<file path="src/fpc_pkg.sv">
// Constants shared by the filtered pulse counter bank
`default_nettype none
package fpc_pkg;
  // ------------------------------------------------------------
  // Sizes
  // ------------------------------------------------------------
  localparam int NUM_LOCAL = 8;
  localparam int NUM_EXP = 8;
  localparam int NUM_CH = 16;
  localparam int NUM_DIN = 20;
  localparam int FIRST_SRC = 13;
  localparam int LAST_SRC = 20;
  localparam int FIRST_FAST = 15;
  localparam int CNT_W = 32;
  localparam int MS_W = 16;
  localparam int SEL_W = 5;
  localparam int SEL_STRIDE = 8;
  // ------------------------------------------------------------
  // Timing
  // ------------------------------------------------------------
  localparam int CLK_HZ = 25_000_000;
  localparam int MS_PERIOD_US = 1000;
  localparam int SLOW_PERIOD_US = 1;
  localparam int MS_CYCLES = CLK_HZ / 1_000_000 * MS_PERIOD_US;
  localparam int SLOW_CYCLES = CLK_HZ / 1_000_000 * SLOW_PERIOD_US;
  // ------------------------------------------------------------
  // Register offsets (byte addresses)
  // ------------------------------------------------------------
  localparam logic [7:0] OFS_EDGE = 8'h00;
  localparam logic [7:0] OFS_LOW_MS = 8'h04;
  localparam logic [7:0] OFS_HIGH_MS = 8'h08;
  localparam logic [7:0] OFS_SRC_A = 8'h0c;
  localparam logic [7:0] OFS_SRC_B = 8'h10;
  localparam logic [7:0] OFS_CLR_A = 8'h14;
  localparam logic [7:0] OFS_CLR_B = 8'h18;
  localparam logic [7:0] OFS_CLEAR_CMD = 8'h1c;
  localparam logic [7:0] OFS_STATE = 8'h20;
  localparam logic [7:0] OFS_COUNT_BASE = 8'h40;
  localparam logic [7:0] OFS_COUNT_END = 8'h80;
  // ------------------------------------------------------------
  // Reset values and field masks
  // ------------------------------------------------------------
  localparam logic [31:0] RST_EDGE = 32'h0000_0000;
  localparam logic [MS_W-1:0] RST_MS = 16'h0000;
  localparam logic [31:0] RST_SEL = 32'h0000_0000;
  localparam logic [31:0] SEL_MASK = 32'h1f1f_1f1f;
endpackage : fpc_pkg
`default_nettype wire

</file>
<file path="src/fpc_counter_bank.sv">
// Filtered pulse counter bank with register port
`default_nettype none

// Behaviour
// - Eight local counters, each fed by chosen input
// - Rising and falling enable bits per counter
// - No edge bits set means no counting
// - Low periods below minimum time are ignored
// - High periods below minimum time are ignored
// - Only inputs 13 to 20 may count
// - Inputs 15 to 20 take fast path
// - Clear input per local counter forces zero
// - Counts are raw, never scaled
// - Every counter readable in own slot
// - Two expansion modules, four counters each
module fpc_counter_bank
  import fpc_pkg::*;
#(
  parameter int MS_TICK_CYCLES = MS_CYCLES
) (
  input wire logic CLOCK,
  input wire logic RSTN,
  input wire logic [NUM_DIN-1:0] DIN,
  input wire logic [NUM_EXP-1:0] EXP_IN,
  input wire logic [7:0] ADDR,
  input wire logic [31:0] WDATA,
  input wire logic WR,
  input wire logic RD,
  output logic [31:0] RDATA
);

  // ------------------------------------------------------------
  // Decoding helpers
  // ------------------------------------------------------------
  function automatic logic [SEL_W-1:0] sel_field(input logic [63:0] pair, input int ch);
    sel_field = pair[ch*SEL_STRIDE +: SEL_W];
  endfunction : sel_field

  function automatic logic pin_pick(input logic [NUM_DIN-1:0] v, input logic [SEL_W-1:0] n);
    logic hit;
    hit = 1'b0;
    for (int k = 0; k < NUM_DIN; k++) begin
      if (int'(n) == k + 1) begin
        hit = v[k];
      end
    end
    pin_pick = hit;
  endfunction : pin_pick

  function automatic logic src_ok(input logic [SEL_W-1:0] n);
    src_ok = (int'(n) >= FIRST_SRC) && (int'(n) <= LAST_SRC);
  endfunction : src_ok

  // ------------------------------------------------------------
  // Declarations
  // ------------------------------------------------------------
  logic [NUM_DIN-1:0] din_s1_reg, din_s2_reg, din_s3_reg, din_stable_reg, din_slow_reg;
  logic [NUM_EXP-1:0] exp_s1_reg, exp_s2_reg, exp_s3_reg, exp_stable_reg;
  logic [NUM_DIN-1:0] din_qual;
  logic [15:0] ms_cnt_reg;
  logic [7:0] slow_cnt_reg;
  logic ms_tick, slow_tick;
  logic [31:0] edge_reg, src_a_reg, src_b_reg, clr_a_reg, clr_b_reg;
  logic [MS_W-1:0] low_ms_reg, high_ms_reg;
  logic [CNT_W-1:0] cnt_reg [NUM_CH];
  logic [MS_W-1:0] dur_reg [NUM_CH];
  logic [NUM_CH-1:0] filt_reg;
  logic [NUM_CH-1:0] raw_w, clr_w, valid_w, flip_w, rise_w, fall_w, inc_w;
  logic [NUM_CH-1:0] sw_clear;
  logic [31:0] rd_mux;
  logic [31:0] rdata_next;
  logic cnt_hit;

  // ------------------------------------------------------------
  // Input synchronisers
  // ------------------------------------------------------------
  always_ff @(posedge CLOCK or negedge RSTN) begin
    if (!RSTN) begin
      din_s1_reg <= '0;
      din_s2_reg <= '0;
      din_s3_reg <= '0;
      exp_s1_reg <= '0;
      exp_s2_reg <= '0;
      exp_s3_reg <= '0;
    end else begin
      din_s1_reg <= DIN;
      din_s2_reg <= din_s1_reg;
      din_s3_reg <= din_s2_reg;
      exp_s1_reg <= EXP_IN;
      exp_s2_reg <= exp_s1_reg;
      exp_s3_reg <= exp_s2_reg;
    end
  end

  // Accept a level once two stages agree
  generate
    for (genvar k = 0; k < NUM_DIN; k++) begin : g_din
      always_ff @(posedge CLOCK or negedge RSTN) begin
        if (!RSTN) begin
          din_stable_reg[k] <= 1'b0;
        end else if (din_s2_reg[k] == din_s3_reg[k]) begin
          din_stable_reg[k] <= din_s3_reg[k];
        end
      end
      // Fast pins bypass the slow sampler
      if (k + 1 >= FIRST_FAST) begin : g_fast
        assign din_qual[k] = din_stable_reg[k];
      end else if (k + 1 >= FIRST_SRC) begin : g_slow
        assign din_qual[k] = din_slow_reg[k];
      end else begin : g_none
        assign din_qual[k] = 1'b0;
      end
    end
    for (genvar e = 0; e < NUM_EXP; e++) begin : g_exp
      always_ff @(posedge CLOCK or negedge RSTN) begin
        if (!RSTN) begin
          exp_stable_reg[e] <= 1'b0;
        end else if (exp_s2_reg[e] == exp_s3_reg[e]) begin
          exp_stable_reg[e] <= exp_s3_reg[e];
        end
      end
    end
  endgenerate

  // ------------------------------------------------------------
  // Time base
  // ------------------------------------------------------------
  assign ms_tick = (ms_cnt_reg == 16'(MS_TICK_CYCLES - 1));
  assign slow_tick = (slow_cnt_reg == 8'(SLOW_CYCLES - 1));

  always_ff @(posedge CLOCK or negedge RSTN) begin
    if (!RSTN) begin
      ms_cnt_reg <= '0;
      slow_cnt_reg <= '0;
      din_slow_reg <= '0;
    end else begin
      ms_cnt_reg <= ms_tick ? 16'h0000 : ms_cnt_reg + 16'h0001;
      slow_cnt_reg <= slow_tick ? 8'h00 : slow_cnt_reg + 8'h01;
      if (slow_tick) begin
        din_slow_reg <= din_stable_reg;
      end
    end
  end

  // ------------------------------------------------------------
  // Configuration registers
  // ------------------------------------------------------------
  assign sw_clear = (WR && ADDR == OFS_CLEAR_CMD) ? WDATA[NUM_CH-1:0] : '0;

  always_ff @(posedge CLOCK or negedge RSTN) begin
    if (!RSTN) begin
      edge_reg <= RST_EDGE;
      low_ms_reg <= RST_MS;
      high_ms_reg <= RST_MS;
      src_a_reg <= RST_SEL;
      src_b_reg <= RST_SEL;
      clr_a_reg <= RST_SEL;
      clr_b_reg <= RST_SEL;
    end else if (WR) begin
      if (ADDR == OFS_EDGE) edge_reg <= WDATA;
      if (ADDR == OFS_LOW_MS) low_ms_reg <= WDATA[MS_W-1:0];
      if (ADDR == OFS_HIGH_MS) high_ms_reg <= WDATA[MS_W-1:0];
      if (ADDR == OFS_SRC_A) src_a_reg <= WDATA & SEL_MASK;
      if (ADDR == OFS_SRC_B) src_b_reg <= WDATA & SEL_MASK;
      if (ADDR == OFS_CLR_A) clr_a_reg <= WDATA & SEL_MASK;
      if (ADDR == OFS_CLR_B) clr_b_reg <= WDATA & SEL_MASK;
    end
  end

  // ------------------------------------------------------------
  // Counter channels
  // ------------------------------------------------------------
  generate
    for (genvar g = 0; g < NUM_CH; g++) begin : g_ch
      logic [SEL_W-1:0] src_n, clr_n;
      logic [MS_W-1:0] min_t;
      logic differs;
      logic [MS_W-1:0] dur_next;
      logic [CNT_W-1:0] cnt_next;
      if (g < NUM_LOCAL) begin : g_local
        assign src_n = sel_field({src_b_reg, src_a_reg}, g);
        assign clr_n = sel_field({clr_b_reg, clr_a_reg}, g);
        assign valid_w[g] = src_ok(src_n);
        assign raw_w[g] = valid_w[g] & pin_pick(din_qual, src_n);
        assign clr_w[g] = pin_pick(din_stable_reg, clr_n) | sw_clear[g];
      end else begin : g_expch
        assign src_n = '0;
        assign clr_n = '0;
        assign valid_w[g] = 1'b1;
        assign raw_w[g] = exp_stable_reg[g-NUM_LOCAL];
        assign clr_w[g] = sw_clear[g];
      end
      // Minimum time for the level being entered
      assign min_t = raw_w[g] ? high_ms_reg : low_ms_reg;
      assign differs = raw_w[g] != filt_reg[g];
      assign flip_w[g] = differs && (dur_reg[g] >= min_t);
      assign dur_next = !differs ? '0 :
        (ms_tick && dur_reg[g] != '1) ? dur_reg[g] + 16'h0001 : dur_reg[g];
      assign rise_w[g] = flip_w[g] & raw_w[g];
      assign fall_w[g] = flip_w[g] & ~raw_w[g];
      assign inc_w[g] = valid_w[g] &
        ((rise_w[g] & edge_reg[2*g]) | (fall_w[g] & edge_reg[2*g+1]));
      // Clear wins, then plain binary wrap
      assign cnt_next = clr_w[g] ? '0 : inc_w[g] ? cnt_reg[g] + 32'h0000_0001 : cnt_reg[g];

      always_ff @(posedge CLOCK or negedge RSTN) begin
        if (!RSTN) begin
          filt_reg[g] <= 1'b0;
          dur_reg[g] <= '0;
          cnt_reg[g] <= '0;
        end else begin
          filt_reg[g] <= flip_w[g] ? raw_w[g] : filt_reg[g];
          dur_reg[g] <= dur_next;
          cnt_reg[g] <= cnt_next;
        end
      end
    end
  endgenerate

  // ------------------------------------------------------------
  // Read port
  // ------------------------------------------------------------
  assign cnt_hit = (ADDR >= OFS_COUNT_BASE) && (ADDR < OFS_COUNT_END) && (ADDR[1:0] == 2'b00);
  assign rd_mux =
    cnt_hit ? cnt_reg[ADDR[5:2]] :
    (ADDR == OFS_EDGE) ? edge_reg :
    (ADDR == OFS_LOW_MS) ? {16'h0000, low_ms_reg} :
    (ADDR == OFS_HIGH_MS) ? {16'h0000, high_ms_reg} :
    (ADDR == OFS_SRC_A) ? src_a_reg :
    (ADDR == OFS_SRC_B) ? src_b_reg :
    (ADDR == OFS_CLR_A) ? clr_a_reg :
    (ADDR == OFS_CLR_B) ? clr_b_reg :
    (ADDR == OFS_STATE) ? {16'h0000, filt_reg} :
    32'h0000_0000;
  assign rdata_next = RD ? rd_mux : 32'h0000_0000;

  always_ff @(posedge CLOCK or negedge RSTN) begin
    if (!RSTN) begin
      RDATA <= '0;
    end else begin
      RDATA <= rdata_next;
    end
  end
endmodule : fpc_counter_bank
`default_nettype wire

</file>
<file path="config.mk">
export PLATFORM = sky130hd
export DESIGN_NAME = fpc_counter_bank
export DESIGN_NICKNAME = d
export VERILOG_FILES = /design/src/fpc_pkg.sv /design/src/fpc_counter_bank.sv
export SDC_FILE = /design/constraint.sdc
export NUM_CORES = 2
export LEC_CHECK = 0
export BUFFER_PORTS_ARGS = -buffer_cell sky130_fd_sc_hd__buf_2
export CAP_MARGIN = 10
export CORE_ASPECT_RATIO = 1.5
export CORE_MARGIN = 1.5
export CORE_UTILIZATION = 45
export DETAILED_ROUTE_END_ITERATION = 10
export GPL_TIMING_DRIVEN = 0
export PLACE_DENSITY = 0.6
export SLEW_MARGIN = 10
export SYNTH_ARGS = -nofsm -noshare
export SYNTH_HDL_FRONTEND = slang
export SYNTH_SLANG_ARGS = --single-unit
</file>
<file path="constraint.sdc">
create_clock -name CLOCK -period 5.4 [get_ports CLOCK]
set_input_delay 0.27 -clock CLOCK [delete_from_list [all_inputs] [get_ports CLOCK]]
set_output_delay 0.27 -clock CLOCK [all_outputs]
set_load 0.05 [all_outputs]
</file>
; Yosys cells after proc, flatten, opt, wreduce, memory -nomap -nowiden
; Cells that the tools add are included.
[word_totals]
out_inout_bits = 32
inputBits = 72
wordCells = 981
regBits = 1110
[op_classes]
order_cmp = 35
n_bitwise = 121
n_eq_ne = 310
n_mux = 320
reduce_logical = 68
addsub = 34
[op_table]
columns = cell, n
row1 = $mux 32, 37
row2 = $eq 5x5->1 const B, 168
row3 = $mux 16, 51
row4 = $add 32x1->32 const B, 16
row5 = $add 16x1->16 const B, 17
row6 = $ge 16x16->1, 16
row7 = $ne 16x16->1 const B, 16
row8 = $mux 1, 224
row9 = $mux 29, 6
row10 = $eq 5x4->1 const B, 32
row11 = $bmux 32 s4, 1
row12 = $and 1x1->1, 80
row13 = $eq 5x3->1 const B, 16
row14 = $logic_and 1x1->1, 43
row15 = $eq 5x2->1 const B, 8
row16 = $eq 8x5->1 const B, 5
row17 = $ge 5x4->1 const B, 8
row18 = $le 5x5->1 const B, 8
row19 = $ne 2x1->1 const B, 16
row20 = $reduce_bool 2->1, 16
row21 = $eq 1x1->1, 28
row22 = $or 1x1->1, 24
row23 = $eq 16x15->1 const B, 1
row24 = $eq 8x4->1 const B, 2
row25 = 13 further kinds, 49

; Longest topological paths before layout
[logic_depth]
word_depth = 23
mapped_depth = 19

; Worst setup path before layout
; OpenSTA, ideal clock, no wires.
[synth_path]
kind = flip-flop to flip-flop
startpoint = register din_stable_reg[19] (netlist: din_qual[19])
endpoint = register cnt_reg[511] in the netlist's numbering
path_buffers = 4
slack_ns = 0.876
t_required_ns = 5.264
synth_period_minus_slack_ns = 4.524
t_arrival_ns = 4.387
path_stages_with_launch = 17
path_cell_list = dfrtp_1 > clkbuf_1 > or3b_2 > a21oi_1 > a21oi_1 > nor2_1 > clkbuf_1 > mux2i_1 > ha_1 > nand4_1 > a2111oi_0 > a21oi_1 > or2_2 > clkbuf_1 > clkbuf_1 > o41ai_1 > a21oi_1
[synth_between]
elab_chain_len = 10
elab_cells_between_ends = 17
cone_classes = order compare: 1 / eq/ne: 1 / mux: 4 / bitwise: 9 / reduce/logical: 2
[synth_rtl]
columns = element, line
row1 = from (decl), fpc_counter_bank.sv:57  ; logic [NUM_DIN-1:0] din_s1_reg, din_s2_reg, din_s3_reg, din_stable_reg, din_slow_reg;
row2 = "from (signal, indexed assignment)", fpc_counter_bank.sv:102  ; din_stable_reg[k] <= din_s3_reg[k];
row3 = $mux 1, fpc_counter_bank.sv:43  ; if (int'(n) == k + 1) begin
row4 = $and 1x1->1, fpc_counter_bank.sv:184  ; assign raw_w[g] = valid_w[g] & pin_pick(din_qual, src_n);
row5 = $mux 16, fpc_counter_bank.sv:194  ; assign min_t = raw_w[g] ? high_ms_reg : low_ms_reg;
row6 = $ge 16x16->1, fpc_counter_bank.sv:196  ; assign flip_w[g] = differs && (dur_reg[g] >= min_t);
row7 = $logic_and 1x1->1, fpc_counter_bank.sv:196
row8 = $and 1x1->1 (on tied branches), "fpc_counter_bank.sv:199, fpc_counter_bank.sv:200"
row9 = $and 1x1->1, fpc_counter_bank.sv:202  ; ((rise_w[g] & edge_reg[2*g]) | (fall_w[g] & edge_reg[2*g+1]));
row10 = $or 1x1->1, fpc_counter_bank.sv:202
row11 = $and 1x1->1, fpc_counter_bank.sv:201  ; assign inc_w[g] = valid_w[g] &
row12 = $reduce_bool 2->1 (no source line), n/a
row13 = "to (signal, indexed assignment)", fpc_counter_bank.sv:214  ; cnt_reg[g] <= cnt_next;
row14 = to (decl), fpc_counter_bank.sv:65  ; logic [CNT_W-1:0] cnt_reg [NUM_CH];
; Parallel ways exist; a longest one is shown, timed or not.
; A chain may end at the register's enable or synchronous reset.

; Worst setup path after layout
[layout_path]
startpoint = register low_ms_reg[9]
endpoint = register cnt_reg[181] in the netlist's numbering
[layout_between]
elab_chain_len = 7
elab_cells_between_ends = 9
cone_classes = order compare: 1 / mux: 1 / bitwise: 5 / reduce/logical: 2
[layout_rtl]
columns = element, line
row1 = from (decl), fpc_counter_bank.sv:64  ; logic [MS_W-1:0] low_ms_reg, high_ms_reg;
row2 = from (signal assigned), fpc_counter_bank.sv:161  ; if (ADDR == OFS_LOW_MS) low_ms_reg <= WDATA[MS_W-1:0];
row3 = $mux 16 (*), fpc_counter_bank.sv:194
row4 = $ge 16x16->1 (*), fpc_counter_bank.sv:196
row5 = $logic_and 1x1->1 (*), fpc_counter_bank.sv:196
row6 = $and 1x1->1 (on tied branches), "fpc_counter_bank.sv:199, fpc_counter_bank.sv:200"
row7 = $and 1x1->1, fpc_counter_bank.sv:202
row8 = $or 1x1->1 (*), fpc_counter_bank.sv:202
row9 = $reduce_bool 2->1 (no source line) (*), n/a
; Every way passes the cells marked *; elsewhere a longest branch is shown, timed or not.

==> flow_summary.ini <==
[synth]
synth_seq_area_share_pct = 41.7
synth.distinct_cells = 84
ys.flop_type = dfrtp_1
syn_inst = 6554
synth_area_sq_um = 65800
postSynthAreaPerCell_sq_um = 10.0
syn-num-nets = 6917
synthArstFlopShare_pct = 100
ys_ff_latch = 1098
synth_enable_flop_cells = 0
yosys_warnings = 0

[status]
status = complete, no violations

[global_routing]
track_usage_pct = 31.9
grt-ovfl-total = 0
antenna_found_initial = 21
grt_max_degree = 155
grt_pass1_wl_mm = 350
grt_pass1_vias = 53400

[power]
powerDensity_nw_per_um2 = 333
p_leak_nw = 30.9
ir_drop_mv = 0.279

[detailed_routing]
num_vias = 54900
drc = 0
wl_met3_mm = 17.9
ant_nets = 0
drt_pre_antenna_iters = 6
wl_per_cell_microns = 26.9
drt_iter0_markers = 5513
highest_layer = met5
vias_per_cell = 6.21
wl_met2_mm = 112
wl_met1_mm = 85.8
routed_wl_mm = 238

[cts]
tritoncts = built
cts_sinks = 1098
cts-htree-levels = 3
clockBufferDepth = 3
root_buffer = clkbuf_16
clk_pin_slew_ps = 70
cts_buffers = 114
clk_latency_ps = 790

[place]
dp_hpwl_mm = 178
placedCellCount = 8577
place_congestion = 1.02
io_buffers = 102

[cells_and_area]
finalNonFillerCells = 8846
utilization_pct = 50.9
drive_gt1_share_pct = 11.2
nets = 7200
area_delta_synth_final_pct = 12.1
largest_register_ff_count = 512
nFillCells = 13300

[die]
fp.dieW_microns = 315
die_area_sq_um = 149000
core_sq_um = 145000
rows = 171
start_util_pct = 45.4
io_pins = 104
die_y_microns = 471

[timing]
fin_crit_ps = 5240
rsz0062_at_grt = no
slew_viol_final = 0
skew_ps = 52.1
worst_pin_slew_ps = 1330
finalCritPeriodShare_pct = 97.1
relSlewSlack_pct = 11.5
fmax_mhz = 191
finalSetupViolCount = 0
hold_viol = 0

[worst_setup_path]
crit_path_top_delay_cell = clkbuf_1
cp_top_family = compound AO/OA/AOI/OAI gates
cp.required_ps = 6110
startpoint_type = flip-flop
crit_chain = buf_1, clkbuf_1, mux2i_1, ha_1, a21o_1, a21o_1, a221o_1, a221oi_2, nor2_1, o2111ai_1, clkbuf_1, o21ai_0, a21oi_1
crit_path_max_fanout = 10
slowest_delay_ps = 750
end_kind = flip-flop
cp.arrival_ps = 5950
critical_path_buf_inv_count = 3
path_class = flip-flop to flip-flop

[run]
maxCapViolations = 0

[worst_hold_path]
holdCritPathClass = input pin to flip-flop
## metrics by stage
stage               power [mW]  setup WS [ps]  hold WS, ps  instance area (sq um)  setup TNS [ps]
floorplan                 13.5            876        -25.6                  65800               0
global placement          15.8         -20900          332                  68700               -
detailed placement        16.0          -1350          335                  69100         -116500
finish                    24.5            157         20.9                  73800               0
global route              25.5           2.65         21.2                  73700               0
CTS                       24.5           27.3         2.26                  73700               0
## cell type report
class | instances | area (sq um) | share of cell area (%)
Tap cell | 1903 | 2380 | 3.23
Antenna cell | 9 | 22.5 | 0.0305
Inverter | 160 | 601 | 0.814
Timing Repair Buffer | 181 | 1450 | 1.96
Clock buffer | 164 | 3370 | 4.57
Sequential cell | 1098 | 27500 | 37.3
Buffer | 359 | 1420 | 1.93
Clock inverter | 49 | 588 | 0.797
Multi-Input combinational cell | 4923 | 36500 | 49.4
## cell families after synthesis
family / after synthesis / synth area share [%]
xor gates and xnor gates: 578 / 7.69
buffers and inverters: 533 / 3.07
DFF: 1098 / 41.7
and+or+nand+nor: 2424 / 18.6
muxes: 663 / 13.9
AOI/OAI and AO/OA: 939 / 9.06
adders and majority gates: 319 / 5.96
## placed cells by master, fill, tap and decap left out, types with 31 or more instances in the layout
master         Yosys  routed
a211oi_1          38      37
a21o_1            62      62
a21oi_1          302     300
and2_1            47      47
and3_1           135     135
and4_1            65      65
buf_1             54      45
buf_2              9     111
clkbuf_1         309     291
clkbuf_16          0     115
clkbuf_8           0      31
dfrtp_1         1098    1095
dlygate4sd3_1      0      56
ha_1             291     291
inv_1            160     160
mux2_2           177     177
mux2i_1          302     302
mux4_2           184     184
nand2_1          396     395
nand2b_1          34      34
nand3_1          262     262
nand4_1          202     202
nor2_1           753     751
nor2b_1           37      37
nor3_1           115     113
nor4_1            91      90
o21ai_0          226     226
o31ai_1           35      34
or3_1            146     146
or4_1             43      43
xnor2_1          301     301
xor2_1           277     277
## cells in the mapped netlist (17+ instances only)
cell       count  area share, %
o21a_1        23           0.26
nand4_1      202            1.9
a31oi_1       29           0.28
a2111oi_0     19           0.25
nor2_1       753            4.3
nor3_1       115           0.87
clkbuf_1     309            1.8
nor2b_1       37           0.35
nand2_1      396            2.3
a22oi_1       28           0.32
or4_1         43           0.49
a221oi_1      23           0.31
mux2_2       177            3.0
and3_1       135            1.3
nor4b_1       17           0.23
o31ai_1       35           0.40
nand2b_1      34           0.32
inv_1        160           0.91
and4_1        65           0.86
a211oi_1      38           0.43
mux2i_1      302            4.6
dfrtp_1     1098             42
nor4_1        91           0.86
or3_1        146            1.4
and2_1        47           0.45
a21o_1        62           0.71
o21ai_0      226            1.7
xor2_1       277            3.7
buf_1         54           0.31
maj3_1        28           0.43
nand3_1      262            2.0
a21oi_1      302            2.3
mux4_2       184            6.3
xnor2_1      301            4.0
ha_1         291            5.5
nor3b_1       24           0.27
## routing by layer
metal  global-route usage (%)  up-vias
li1                         -    24400
met1                     36.9    27300
met2                     52.0     2418
met3                     5.70      767
met4                     24.8       12
met5                        0        -
## what timing repair did
item,4_1_cts,5_1_grt
setup buffers,1,4
endpoints found under the hold margin,244,0
hold buffers,56,0
pin swaps,1,1
endpoints found under the setup margin,187,148
gates resized for setup,23,51
## power by group
part | internal (mW) | switching (mW)
registers | 9.05 | 1.43
clock network | 4.75 | 3.72
logic | 2.04 | 3.55
## worst paths after layout
check	start	to	slack [ps]	depth (start not counted)
min reg2reg	din_s1_reg[5]	din_s2_reg[5]	350	0
max reg2reg	low_ms_reg[9]	cnt_reg[181]	160	13
max in group asynchronous	RSTN	cnt_reg[7]	2670	6
min	WDATA[3]	src_b_reg[3]	20	2
max	low_ms_reg[9]	cnt_reg[181]	160	13
min in group asynchronous	RSTN	cnt_reg[317]	140	2
Note: power is estimated with default switching activity, not from simulation.
